File: src/hdl/ocfl_pkg.sv
// constants, types and register map of the over-current fault logic
// assumes a single clk_sys domain at 250 MHz and an active-high reset
package ocfl_pkg;

  localparam int CLK_MHZ = 250;

  // total-limit filter: a slow excursion must last this long
  localparam int SLOW_FILT_US = 50;
  localparam int SLOW_FILT_CYC = SLOW_FILT_US * CLK_MHZ;
  // one millisecond of clk_sys, unit of the per-phase latch-off delay
  localparam int MS_CYC = 1000 * CLK_MHZ;
  // settle time of the strap pin after the source current is applied
  localparam int STRAP_SETTLE_US = 10;
  localparam logic [11:0] STRAP_SETTLE_CYC = 12'(STRAP_SETTLE_US * CLK_MHZ);

  // analog figures, kept for reference by software and sense front end
  localparam int SLOW_SINK_UA = 10;
  localparam int FAST_SINK_UA = 15;
  localparam int STRAP_SOURCE_UA = 10;
  localparam int IMON_FULL_SCALE_MV = 2000;

  // per-phase threshold in mV and latch-off delay in ms by strap code field
  localparam logic [7:0] PHASE_THR_MV [4] = '{8'h41, 8'h4b, 8'h64, 8'h86};
  localparam logic [3:0] PHASE_DLY_MS [4] = '{4'h4, 4'h6, 4'h8, 4'ha};

  // register offsets
  localparam logic [7:0] REG_CFG    = 8'h00;
  localparam logic [7:0] REG_STATUS = 8'h01;
  localparam logic [7:0] REG_CLEAR  = 8'h02;
  localparam logic [7:0] REG_IRQ_EN = 8'h03;
  localparam logic [7:0] REG_STATE  = 8'h04;
  localparam logic [7:0] REG_IMON   = 8'h05;

  // status bit positions
  localparam int ST_SLOW  = 0;
  localparam int ST_FAST  = 1;
  localparam int ST_PHASE = 2;
  localparam int ST_LATCH = 3;
  localparam int ST_STRAP = 4;
  localparam int ST_W     = 5;

  localparam logic [ST_W-1:0] IRQ_EN_RST = 5'h00;

  typedef struct packed {
    logic [1:0] dly_sel;
    logic [1:0] thr_sel;
    logic       override;
  } ocfl_cfg_s;

  localparam ocfl_cfg_s CFG_RST = '{dly_sel: 2'h0, thr_sel: 2'h0,
                                    override: 1'b0};

  typedef enum logic [1:0] {
    FSM_OFF     = 2'b00,
    FSM_STRAP   = 2'b01,
    FSM_RUN     = 2'b10,
    FSM_LATCHED = 2'b11
  } ocfl_state_e;

endpackage : ocfl_pkg

File: src/hdl/ocfl_sync.sv
// two-flop synchroniser for a group of pin levels
// assumes inputs are asynchronous to clk_sys
module ocfl_sync #(
  parameter int W = 1
) (
  input  wire logic         clk_sys,
  input  wire logic         rst,
  input  wire logic [W-1:0] d,
  output logic      [W-1:0] q
);

  logic [W-1:0] meta;

  always_ff @(posedge clk_sys or posedge rst)
  begin
    if (rst)
    begin
      meta <= '0;
      q    <= '0;
    end
    else
    begin
      meta <= d;
      q    <= meta;
    end
  end

endmodule : ocfl_sync

File: src/hdl/ocfl_hold_timer.sv
// counts how long a level has stood without a break
// assumes level is synchronous to clk_sys
module ocfl_hold_timer (
  input  wire logic        clk_sys,
  input  wire logic        rst,
  input  wire logic        level,
  input  wire logic [23:0] limit,
  output logic             expired
);

  logic [23:0] cnt;

  // any drop of the level restarts the count
  always_ff @(posedge clk_sys or posedge rst)
  begin
    if (rst)
      cnt <= '0;
    else if (!level)
      cnt <= '0;
    else if (cnt != limit)
      cnt <= cnt + 24'h000001;
  end

  assign expired = level && (cnt == limit);

endmodule : ocfl_hold_timer

File: src/hdl/ocfl_top.sv
// over-current fault decision, strap sampling, limit scaling and registers
// assumes analog comparators and supply monitors drive asynchronous levels;
// phase mask, phase count and converter readings come from clk_sys logic
import ocfl_pkg::*;

// Functional notes
// (RQ1) slow total fault only after limit comparator holds fifty microseconds
// (RQ2) fast total fault trips at once, with no filter time
// (RQ3) any over-current fault shuts converter down and latches it off
// (RQ4) each active phase compared; trips same latch after selected delay
// (RQ5) at startup source strap current and sample the strap code once
// (RQ6) strap code picks threshold group member and latch-off delay group
// (RQ7) host may override strapped threshold and delay after startup
// (RQ8) power-save low scales total limit by active over configured phases
// (RQ9) stay inactive until main and ramp supplies both clear lockout
// (RQ10) digitised current-monitor reading kept; full scale means max load
// (RQ11) latch clears only on enable toggle or supply lockout
module ocfl_top #(
  parameter int SLOW_FILT_CYC_P = ocfl_pkg::SLOW_FILT_CYC,
  parameter int MS_CYC_P        = ocfl_pkg::MS_CYC
) (
  input  wire logic        clk_sys,
  input  wire logic        rst,
  // register port
  input  wire logic [7:0]  reg_addr,
  input  wire logic [15:0] reg_wdata,
  input  wire logic        reg_wr,
  input  wire logic        reg_rd,
  output logic      [15:0] reg_rdata,
  // analog and pin levels
  input  wire logic        total_limit_slow_trip,
  input  wire logic        total_limit_fast_trip,
  input  wire logic [7:0]  per_phase_limit_trip,
  input  wire logic        main_supply_ok,
  input  wire logic        ramp_supply_ok,
  input  wire logic        enable_pin,
  input  wire logic        power_save_select,
  input  wire logic [3:0]  strap_code,
  // same-clock inputs
  input  wire logic [7:0]  active_phase_mask,
  input  wire logic [3:0]  configured_phases,
  input  wire logic [9:0]  imon_code,
  input  wire logic        imon_valid,
  // outputs
  output logic             strap_source_en,
  output logic [1:0]       phase_threshold_sel,
  output logic [3:0]       limit_scale_num,
  output logic [3:0]       limit_scale_den,
  output logic             converter_active,
  output logic             overcurrent_guard,
  output logic             irq
);

  import ocfl_pkg::*;

  function automatic logic [3:0] count_ones(input logic [7:0] v);
    logic [3:0] n;
    n = 4'h0;
    for (int i = 0; i < 8; i++)
      n = n + {3'h0, v[i]};
    return n;
  endfunction : count_ones

  function automatic logic hit(input logic [7:0] a, input logic [7:0] r);
    return a == r;
  endfunction : hit

  // synchronised pin levels
  logic [13:0] pins_raw;
  logic [13:0] pins_s;
  logic        slow_s;
  logic        fast_s;
  logic [7:0]  phase_s;
  logic        main_ok_s;
  logic        ramp_ok_s;
  logic        enable_s;
  logic        psave_s;

  assign pins_raw = {total_limit_slow_trip, total_limit_fast_trip,
                     per_phase_limit_trip, main_supply_ok, ramp_supply_ok,
                     enable_pin, power_save_select};

  ocfl_sync #(
    .W (14)
  ) u_sync_pins (
    .clk_sys (clk_sys),
    .rst     (rst),
    .d       (pins_raw),
    .q       (pins_s)
  );

  assign {slow_s, fast_s, phase_s, main_ok_s, ramp_ok_s, enable_s,
          psave_s} = pins_s;

  // strap code is read only while the strap source is on
  logic [3:0] strap_s;

  ocfl_sync #(
    .W (4)
  ) u_sync_strap (
    .clk_sys (clk_sys),
    .rst     (rst),
    .d       (strap_code),
    .q       (strap_s)
  );

  // state
  ocfl_state_e     state;
  ocfl_state_e     next_state;
  ocfl_cfg_s       cfg;
  logic [3:0]      strap_val;
  logic            strap_done;
  logic [11:0]     settle_cnt;
  logic [ST_W-1:0] status;
  logic [ST_W-1:0] irq_en;
  logic [9:0]      imon;

  logic supplies_ok;
  logic in_run;
  logic slow_fault;
  logic fast_fault;
  logic phase_fault;
  logic any_fault;
  logic settle_done;

  assign supplies_ok = main_ok_s && ramp_ok_s; // RQ9
  assign in_run      = (state == FSM_RUN);
  assign settle_done = (settle_cnt == STRAP_SETTLE_CYC);

  // effective per-phase setting: host value replaces strapped one
  logic [1:0] eff_thr;
  logic [1:0] eff_dly;
  assign eff_thr = cfg.override ? cfg.thr_sel : strap_val[1:0]; // RQ7
  assign eff_dly = cfg.override ? cfg.dly_sel : strap_val[3:2]; // RQ6

  // latch-off delay in cycles from the selected millisecond figure
  logic [23:0] phase_limit;
  assign phase_limit = 24'(PHASE_DLY_MS[eff_dly] * MS_CYC_P); // RQ6

  // slow total-current filter
  ocfl_hold_timer u_slow_filt (
    .clk_sys (clk_sys),
    .rst     (rst),
    .level   (slow_s && in_run),
    .limit   (24'(SLOW_FILT_CYC_P)),
    .expired (slow_fault)
  ); // RQ1

  assign fast_fault = fast_s && in_run; // RQ2

  // any active phase over its limit keeps the delay count running
  logic phase_over;
  assign phase_over = |(phase_s & active_phase_mask) && in_run; // RQ4

  ocfl_hold_timer u_phase_filt (
    .clk_sys (clk_sys),
    .rst     (rst),
    .level   (phase_over),
    .limit   (phase_limit),
    .expired (phase_fault)
  ); // RQ4

  assign any_fault = slow_fault || fast_fault || phase_fault; // RQ3

  always_comb
  begin
    next_state = state;
    case (state)
      FSM_OFF:
        if (supplies_ok && !strap_done)
          next_state = FSM_STRAP; // RQ5
        else if (supplies_ok && enable_s)
          next_state = FSM_RUN; // RQ9
      FSM_STRAP:
        if (!supplies_ok)
          next_state = FSM_OFF;
        else if (settle_done)
          next_state = FSM_OFF;
      FSM_RUN:
        if (!supplies_ok || !enable_s)
          next_state = FSM_OFF;
        else if (any_fault)
          next_state = FSM_LATCHED; // RQ3
      FSM_LATCHED:
        if (!supplies_ok || !enable_s)
          next_state = FSM_OFF; // RQ11
      default:
        next_state = FSM_OFF;
    endcase
  end

  always_ff @(posedge clk_sys or posedge rst)
  begin
    if (rst)
      state <= FSM_OFF;
    else
      state <= next_state;
  end

  // strap sampling, repeated only after a supply lockout
  always_ff @(posedge clk_sys or posedge rst)
  begin
    if (rst)
    begin
      settle_cnt <= '0;
      strap_val  <= '0;
      strap_done <= 1'b0;
    end
    else if (!supplies_ok)
    begin
      settle_cnt <= '0;
      strap_done <= 1'b0;
    end
    else if (state == FSM_STRAP)
    begin
      settle_cnt <= settle_cnt + 12'h001;
      if (settle_done)
      begin
        strap_val  <= strap_s; // RQ5
        strap_done <= 1'b1;
      end
    end
  end

  // register decode
  logic wr_cfg;
  logic wr_clear;
  logic wr_irq_en;
  assign wr_cfg    = reg_wr && hit(reg_addr, REG_CFG);
  assign wr_clear  = reg_wr && hit(reg_addr, REG_CLEAR);
  assign wr_irq_en = reg_wr && hit(reg_addr, REG_IRQ_EN);

  logic [ST_W-1:0] events;
  assign events[ST_SLOW]  = slow_fault && in_run;
  assign events[ST_FAST]  = fast_fault;
  assign events[ST_PHASE] = phase_fault && in_run;
  assign events[ST_LATCH] = in_run && any_fault;
  assign events[ST_STRAP] = (state == FSM_STRAP) && settle_done;

  logic [ST_W-1:0] clr_mask;
  assign clr_mask = wr_clear ? reg_wdata[ST_W-1:0] : '0;

  always_ff @(posedge clk_sys or posedge rst)
  begin
    if (rst)
    begin
      cfg    <= CFG_RST;
      irq_en <= IRQ_EN_RST;
      status <= '0;
    end
    else
    begin
      if (wr_cfg)
        cfg <= reg_wdata[4:0]; // RQ7
      if (wr_irq_en)
        irq_en <= reg_wdata[ST_W-1:0];
      // a new event wins over a clear in the same cycle
      status <= (status & ~clr_mask) | events;
    end
  end

  // current-monitor reading, full scale stands for maximum load
  always_ff @(posedge clk_sys or posedge rst)
  begin
    if (rst)
      imon <= '0;
    else if (imon_valid)
      imon <= imon_code; // RQ10
  end

  logic [15:0] state_word;
  assign state_word = {PHASE_THR_MV[eff_thr], strap_val, eff_dly,
                       state};

  logic [15:0] next_rdata;
  assign next_rdata =
    !reg_rd                        ? 16'h0000 :
    hit(reg_addr, REG_CFG)    ? {11'h000, cfg} :
    hit(reg_addr, REG_STATUS) ? {11'h000, status} :
    hit(reg_addr, REG_IRQ_EN) ? {11'h000, irq_en} :
    hit(reg_addr, REG_STATE)  ? state_word :
    hit(reg_addr, REG_IMON)   ? {6'h00, imon} :
                                16'h0000;

  // total-limit scaling by phase count in power-save low
  logic [3:0] act_cnt;
  logic [3:0] next_num;
  assign act_cnt  = count_ones(active_phase_mask);
  assign next_num = psave_s ? configured_phases : act_cnt; // RQ8

  always_ff @(posedge clk_sys or posedge rst)
  begin
    if (rst)
    begin
      reg_rdata           <= '0;
      strap_source_en     <= 1'b0;
      phase_threshold_sel <= '0;
      limit_scale_num     <= '0;
      limit_scale_den     <= '0;
      converter_active    <= 1'b0;
      overcurrent_guard   <= 1'b0;
      irq                 <= 1'b0;
    end
    else
    begin
      reg_rdata           <= next_rdata;
      strap_source_en     <= (next_state == FSM_STRAP); // RQ5
      phase_threshold_sel <= eff_thr; // RQ4
      limit_scale_num     <= next_num; // RQ8
      limit_scale_den     <= configured_phases; // RQ8
      converter_active    <= (next_state == FSM_RUN); // RQ9
      overcurrent_guard   <= (next_state == FSM_LATCHED); // RQ3
      irq                 <= |(status & irq_en);
    end
  end

endmodule : ocfl_top

File: config.mk
export PLATFORM = sky130hd
export DESIGN_NAME = ocfl_top
export DESIGN_NICKNAME = d
export VERILOG_FILES = /design/src/hdl/ocfl_pkg.sv /design/src/hdl/ocfl_sync.sv /design/src/hdl/ocfl_hold_timer.sv /design/src/hdl/ocfl_top.sv
export SDC_FILE = /design/constraint.sdc
export NUM_CORES = 1
export LEC_CHECK = 0
export BUFFER_PORTS_ARGS = -buffer_cell sky130_fd_sc_hd__buf_4
export CAP_MARGIN = 10
export CORE_ASPECT_RATIO = 0.6
export CORE_UTILIZATION = 59
export DETAILED_ROUTE_END_ITERATION = 10
export PLACE_DENSITY = 0.92
export REMOVE_ABC_BUFFERS = 1
export SLEW_MARGIN = 20
export SYNTH_ARGS = -nofsm -noshare
export SYNTH_HDL_FRONTEND = slang
export SYNTH_HIERARCHICAL = 1
export SYNTH_SLANG_ARGS = --single-unit
File: constraint.sdc
create_clock -name clk_sys -period 4.25 [get_ports clk_sys]
set_input_delay 0.6375 -clock clk_sys [delete_from_list [all_inputs] [get_ports clk_sys]]
set_output_delay 0.6375 -clock clk_sys [all_outputs]
set_load 0.01 [all_outputs]
# ---- Word level (Yosys, flattened, before mapping)
# Index checks and enable logic that the tools add are counted.
dict set report totals {
  register_bits 158
  latchBits 0
  ramBits 0
  romBits 0
  input_bits 69
  output_inout_bits 30
  mem_count 0
}
dict set report classes {
  add_sub_neg 10
  mul 1
  div_mod_pow 0
  magnitude_cmp 2
  eq_ne 20
  shift 0
  mux 33
  n_bitwise 7
  n_reduce_logical 27
}
# operator n
set op_table {}
lappend op_table {{24-bit two-way mux} 4}
lappend op_table {{16-bit two-way mux} 5}
lappend op_table {{24-bit by 1-bit adder with 24-bit output (second input constant)} 2}
lappend op_table {{24-bit by 14-bit equality test with 1-bit output (second input constant)} 1}
lappend op_table {{24-bit by 22-bit equality test with 1-bit output} 1}
lappend op_table {{12-bit two-way mux} 2}
lappend op_table {{24-bit by 14-bit != test with 1-bit output (second input constant)} 1}
lappend op_table {{24-bit by 22-bit != test with 1-bit output} 1}
lappend op_table {{4-bit by 14-bit multiplier with 18-bit output (second input constant)} 1}
lappend op_table {{2-bit two-way mux} 9}
lappend op_table {{4-bit by 1-bit adder with 4-bit output} 4}
lappend op_table {{8-bit binary-select mux with 2-bit select} 1}
lappend op_table {{8-bit by 2-bit equality test with 1-bit output (second input constant)} 2}
lappend op_table {{8-bit by 3-bit equality test with 1-bit output (second input constant)} 2}
lappend op_table {{8-bit two-way mux} 2}
lappend op_table {{1-bit logical AND} 15}
lappend op_table {{12-bit by 1-bit adder with 12-bit output (second input constant)} 1}
lappend op_table {{12-bit equality test (second input constant)} 1}
lappend op_table {{4-bit two-way mux} 3}
lappend op_table {{5-bit bitwise AND} 2}
lappend op_table {{10-bit two-way mux} 1}
lappend op_table {{8-bit bitwise AND} 1}
lappend op_table {{4-bit binary-select mux with 2-bit select} 1}
lappend op_table {{2-bit equality test (second input constant)} 4}
lappend op_table {{other kinds (22)} 33}

# ---- Longest topological paths before layout
dict set report depth {
  word_depth 13
  depth_mapped 15
}

# ---- Hierarchy
# Netlist, hierarchy kept.
# mod instances cells_each area_each_um2 seq_area_each_um2
set by_module_without_submodules {}
lappend by_module_without_submodules {ocfl_hold_timer 2 205 1811.7 600.6}
lappend by_module_without_submodules {ocfl_top 1 313 3602.2 1826.8}
lappend by_module_without_submodules {{ocfl_sync at u_sync_pins} 1 29 704.4 700.7}
lappend by_module_without_submodules {{ocfl_sync at u_sync_strap} 1 9 203.9 200.2}

# ---- Worst setup path before layout
# Ideal clock, no wire load.
dict set report synth_path {
  kind {flip-flop to flip-flop}
  start {register cfg[0] (netlist bit)}
  end {register state[0]}
  arrival_time_ps 3207
  path_slack_ps 965
  path_stages_with_launch 15
  period_less_slack_ps 3285
  cell_sequence {dfrtp_1 > clkbuf_1 > mux2i_1 > inv_1 > ha_1 > ha_1 > xor2_1 > xnor2_1 > nand4_1 > nor3_1 > clkbuf_1 > and2_1 > nor3_1 > a21oi_1 > o21bai_1}
}
dict set report synth_via {
  elab_chain_cells 12
}
# item line_no
set synth_lines {}
lappend synth_lines {{start, declared} ocfl_top.sv:110} ;# ocfl_cfg_s cfg;
lappend synth_lines {{start signal, assigned} ocfl_top.sv:254} ;# cfg <= reg_wdata[4:0];
lappend synth_lines {{2-bit two-way mux} ocfl_top.sv:134} ;# assign eff_dly = cfg.override ? cfg.dly_sel : strap_val[3:2];
lappend synth_lines {{2-bit inverter with 3-bit output (implied by the code)} ocfl_top.sv:138} ;# assign phase_limit = 24'(PHASE_DLY_MS[eff_dly] * MS_CYC_P);
lappend synth_lines {{4-bit binary-select mux with 2-bit select} ocfl_top.sv:138}
lappend synth_lines {{4-bit two-way mux (implied by the code) (2 in a row)} ocfl_top.sv:138}
lappend synth_lines {{4-bit by 14-bit multiplier with 18-bit output} ocfl_top.sv:138}
lappend synth_lines {{net phase_limit[14]} ocfl_top.sv:137} ;# logic [23:0] phase_limit;
lappend synth_lines {{24-bit by 22-bit equality test with 1-bit output} ocfl_hold_timer.sv:24} ;# assign expired = level && (cnt == limit);
lappend synth_lines {{1-bit logical AND} ocfl_hold_timer.sv:24}
lappend synth_lines {{net phase_fault} ocfl_top.sv:122} ;# logic phase_fault;
lappend synth_lines {{1-bit logical OR} ocfl_top.sv:163} ;# assign any_fault = slow_fault || fast_fault || phase_fault;
lappend synth_lines {{2-bit two-way mux} ocfl_top.sv:182} ;# else if (any_fault)
lappend synth_lines {{2-bit two-way mux} ocfl_top.sv:180} ;# if (!supplies_ok || !enable_s)
lappend synth_lines {{2-bit case mux with 4 select lines} ocfl_top.sv:168} ;# case (state)
lappend synth_lines {{net next_state[0]} ocfl_top.sv:109} ;# ocfl_state_e next_state;
lappend synth_lines {{end signal, assigned} ocfl_top.sv:197} ;# state <= next_state;
lappend synth_lines {{end, declared} ocfl_top.sv:108} ;# ocfl_state_e state;
# The timed path passes the listed nets, and every way through them passes these cells. The select of a mux whose other input is x is not followed.
# A chain may end at the register's enable or synchronous reset.

# ---- Worst setup path after layout
dict set report layout_path {
  start {register cfg[0] (netlist bit)}
  end {register u_phase_filt.cnt[15]}
}
dict set report layout_via {
  elab_chain_cells 8
}
# item line_no
set layout_lines {}
lappend layout_lines {{2-bit two-way mux} ocfl_top.sv:134}
lappend layout_lines {{2-bit inverter with 3-bit output (implied by the code)} ocfl_top.sv:138}
lappend layout_lines {{4-bit binary-select mux with 2-bit select} ocfl_top.sv:138}
lappend layout_lines {{4-bit two-way mux (implied by the code) (2 in a row)} ocfl_top.sv:138}
lappend layout_lines {{4-bit by 14-bit multiplier with 18-bit output} ocfl_top.sv:138}
lappend layout_lines {{net phase_limit[19]} ocfl_top.sv:137}
lappend layout_lines {{24-bit by 22-bit != test with 1-bit output} ocfl_hold_timer.sv:20} ;# else if (cnt != limit)
lappend layout_lines {{2-bit != test (no source line)} n/a}
lappend layout_lines {{end signal, assigned} ocfl_hold_timer.sv:21} ;# cnt <= cnt + 24'h000001;
lappend layout_lines {{end, declared} ocfl_hold_timer.sv:11} ;# logic [23:0] cnt;
# The timed path passes the listed nets, and every way through them passes these cells. The select of a mux whose other input is x is not followed.

==> results.cfg <==
[finish]
area_growth_pct = 18.8
drive_above_1_share_pct = 21.9
multi_input_area_sq_um = 4020
finalCoreUtilization_pct = 73.6
seq_area_sq_um = 3930
num_antenna_cells = 0
nets = 955
fillers = 840

[worst_setup_path]
cp_cell_sequence = mux2i_1 > buf_4 > inv_1 > ha_1 > ha_1 > xor2_1 > xnor2_1 > nand4_1 > nor3_1 > buf_4 > a21bo_2 > o21ai_0
crit_slowest_cell = dfrtp_1
slowest_delay_ns = 0.49
cp_top_family = compound AO/OA/AOI/OAI gates
worst-path-max-fanout = 19
crit_type = reg -> reg
endpoint_kind = register
start_kind = register
critPathBufInv = 3
required_ns = 4.53
cp_data_arrival_time_ns = 3.66

[synth]
syn_avg_cell_area_sq_um = 10.7
synth_edf_count = 0
yosys-top-cells-area = dfrtp_1 (48%), xnor2_1 (5.3%), mux2_2 (4.2%), a41oi_1 (3.4%), nand3_1 (2.9%)
yosysMostFrequentCell = dfrtp_1
synth_seq_area_share_pct = 48.3
synth_cell_types = 74
ys.flop_type = dfrtp_1
synth_top_cell_area_share_pct = 48.3
ys_warn_count = 6
async_reset_ff_share_pct = 100
yosysTopAreaCell = dfrtp_1
syn_inst = 761
synth_area_sq_um = 8130
synth-seq-cells = 157
synth_common_cells = dfrtp_1 (157), nand2_1 (60), xnor2_1 (49)

[floorplan]
start_util_pct = 61.9
ios = 99
rows = 32
die_area_sq_um = 14300
dieWidth_um = 154
core_sq_um = 13100
dieHeight_um = 93.0

[power]
leakagePower_nw = 4.11
vdd_drop_max_mv = 0.226
power_density_nw_per_um2 = 361

[detailed_routing]
totalWireLength_um = 21500
routedWlPerCell_um = 20.5
ant_nets = 0
viasPerCell = 6.56
vias = 6902
first_iter_violations = 883
drt_pass1_iterations = 5
remaining_drc_errors = 0

[timing]
fin_tns_setup_ns = 0
tightest_slew_ns = 1.10
max_freq_ghz = 0.297
final.min_clock_period_ns = 3.37
final-hold-violation-count = 0
fin_skew_ns = 0.00774
rsz0062_at_grt = false
finalMaxSlewViolations = 0
period_share_pct = 79.4
setup_viol = 0
slew-limit-headroom_pct = 26.7

[cts]
cts_buffer_depth = 2
insertion_delay_ns = 0.43
cts_root_buf = clkbuf_16
cts_tree = done
cts_resized = 0
post_cts_buffers = 0
cts_buffers = 17
hold_buffers = 0
htreeDepth = 4
clkTransAtPathRegs_ns = 0.06
cts_sinks = 157

[global_route]
antenna_found_initial = 0
grt_remaining_overflow = 0
grt_usage_pct = 31.9
grt_max_degree = 66
grt_pass1_wl_um = 34900
grt_pass1_vias = 6732

[hold_path]
hp-class = in -> async

[flow_run]
maxCapViolCount = 0

[outcome]
status = complete, no violations

[place]
numPortBuffers = 86
dp_hpwl_um = 14400
place.gp.congestion = 0.959
layer usage:
metal / global-route usage [%] / up-vias / share of wire [%]
met1: 45.5 / 3350 / 43
met2: 46.6 / 460 / 45
met3: 8.14 / 57 / 10
li1: - / 3035 / -
met4: 12.3 / 0 / 2.5
met5: 0 / - / 0
cell families after synthesis:
family	after synthesis	synth area share, %
AO/OA/AOI/OAI	155	14.2
buffers and inverters	75	3.78
adder cells (fa/ha/maj)	16	2.83
flip-flops	157	48.3
multiplexers	37	5.18
XOR/XNOR	52	5.60
other	2	0.0923
AND/OR/NAND/NOR	267	20.0
cell usage in the layout (no fill, tap or decap), types with 12 or more instances in the layout:
cell / count
clkbuf_16: 17
xnor2_1: 49
mux2_2: 30
ha_1: 12
o31ai_1: 31
nand4_1: 30
inv_1: 33
and3_1: 16
a41oi_1: 32
a21oi_1: 27
dfrtp_1: 157
nand3_1: 47
nand2_1: 60
conb_1: 34
buf_4: 97
flip-flops by register name (all words and copies together) (netlist names), 2 cells and up:
| name | cells |
|---|---|
| limit_scale_den | 4 |
| status | 5 |
| phase_threshold_sel | 2 |
| strap_val | 4 |
| imon | 10 |
| settle_cnt | 12 |
| irq_en | 5 |
| u_sync_pins/meta | 14 |
| u_sync_strap/q | 4 |
| cfg | 5 |
| u_sync_strap/meta | 4 |
| state | 2 |
| u_slow_filt/cnt | 24 |
| u_phase_filt/cnt | 24 |
| limit_scale_num | 4 |
| reg_rdata | 15 |
| u_sync_pins/q | 14 |
metrics by stage:
stage / hold slack (ns) / cells / setup slack, ns / instance area [sq um] / power (W)
global route: 0.186 / 1052 / 0.751 / 9670 / 0.00360
finish: 0.187 / 1052 / 0.877 / 9670 / 0.00349
floorplan: 0.331 / 754 / 0.531 / 8080 / 0.00171
CTS: 0.178 / 1052 / 0.962 / 9670 / 0.00350
global placement: 0.331 / 1021 / 1.05 / 9020 / 0.00182
detailed placement: 0.336 / 1021 / 0.933 / 9020 / 0.00184
worst reg2reg max path, delay by kind of cell (launching register included):
family	cells	cell delay, ns
and+or+nand+nor	2	0.43
adders and majority gates	2	0.48
AOI/OAI and AO/OA	2	0.65
buffers and inverters	3	0.59
xor gates and xnor gates	2	0.33
muxes	1	0.27
DFF	1	0.49
cell type report:
class	instances	share of cell area, %
Sequential cell	157	40.6
Inverter	36	1.40
Clock inverter	13	2.21
Multi-Input combinational cell	561	41.6
Clock buffer	18	4.44
Tap cell	170	2.20
Timing Repair Buffer	97	7.53
worst paths after layout:
kind / startpoint / end / slack [ns] / depth (start not counted)
setup reg to reg: cfg[0] / u_phase_filt/cnt[15] / 0.88 / 12
hold reg to reg: u_sync_pins/meta[11] / u_sync_pins/q[11] / 0.35 / 0
max in group asynchronous: rst / cfg[1] / 3.00 / 3
hold / removal: rst / limit_scale_den[3] / 0.19 / 2
min in group clk_sys: total_limit_fast_trip / u_sync_pins/meta[12] / 0.31 / 1
setup / recovery: cfg[0] / u_phase_filt/cnt[15] / 0.88 / 12
power by group:
group          internal [W]  switching (W)
logic              0.000111       0.000137
registers           0.00154      0.0000271
clock network       0.00104       0.000629
Note: power is estimated with default switching activity, not from simulation.
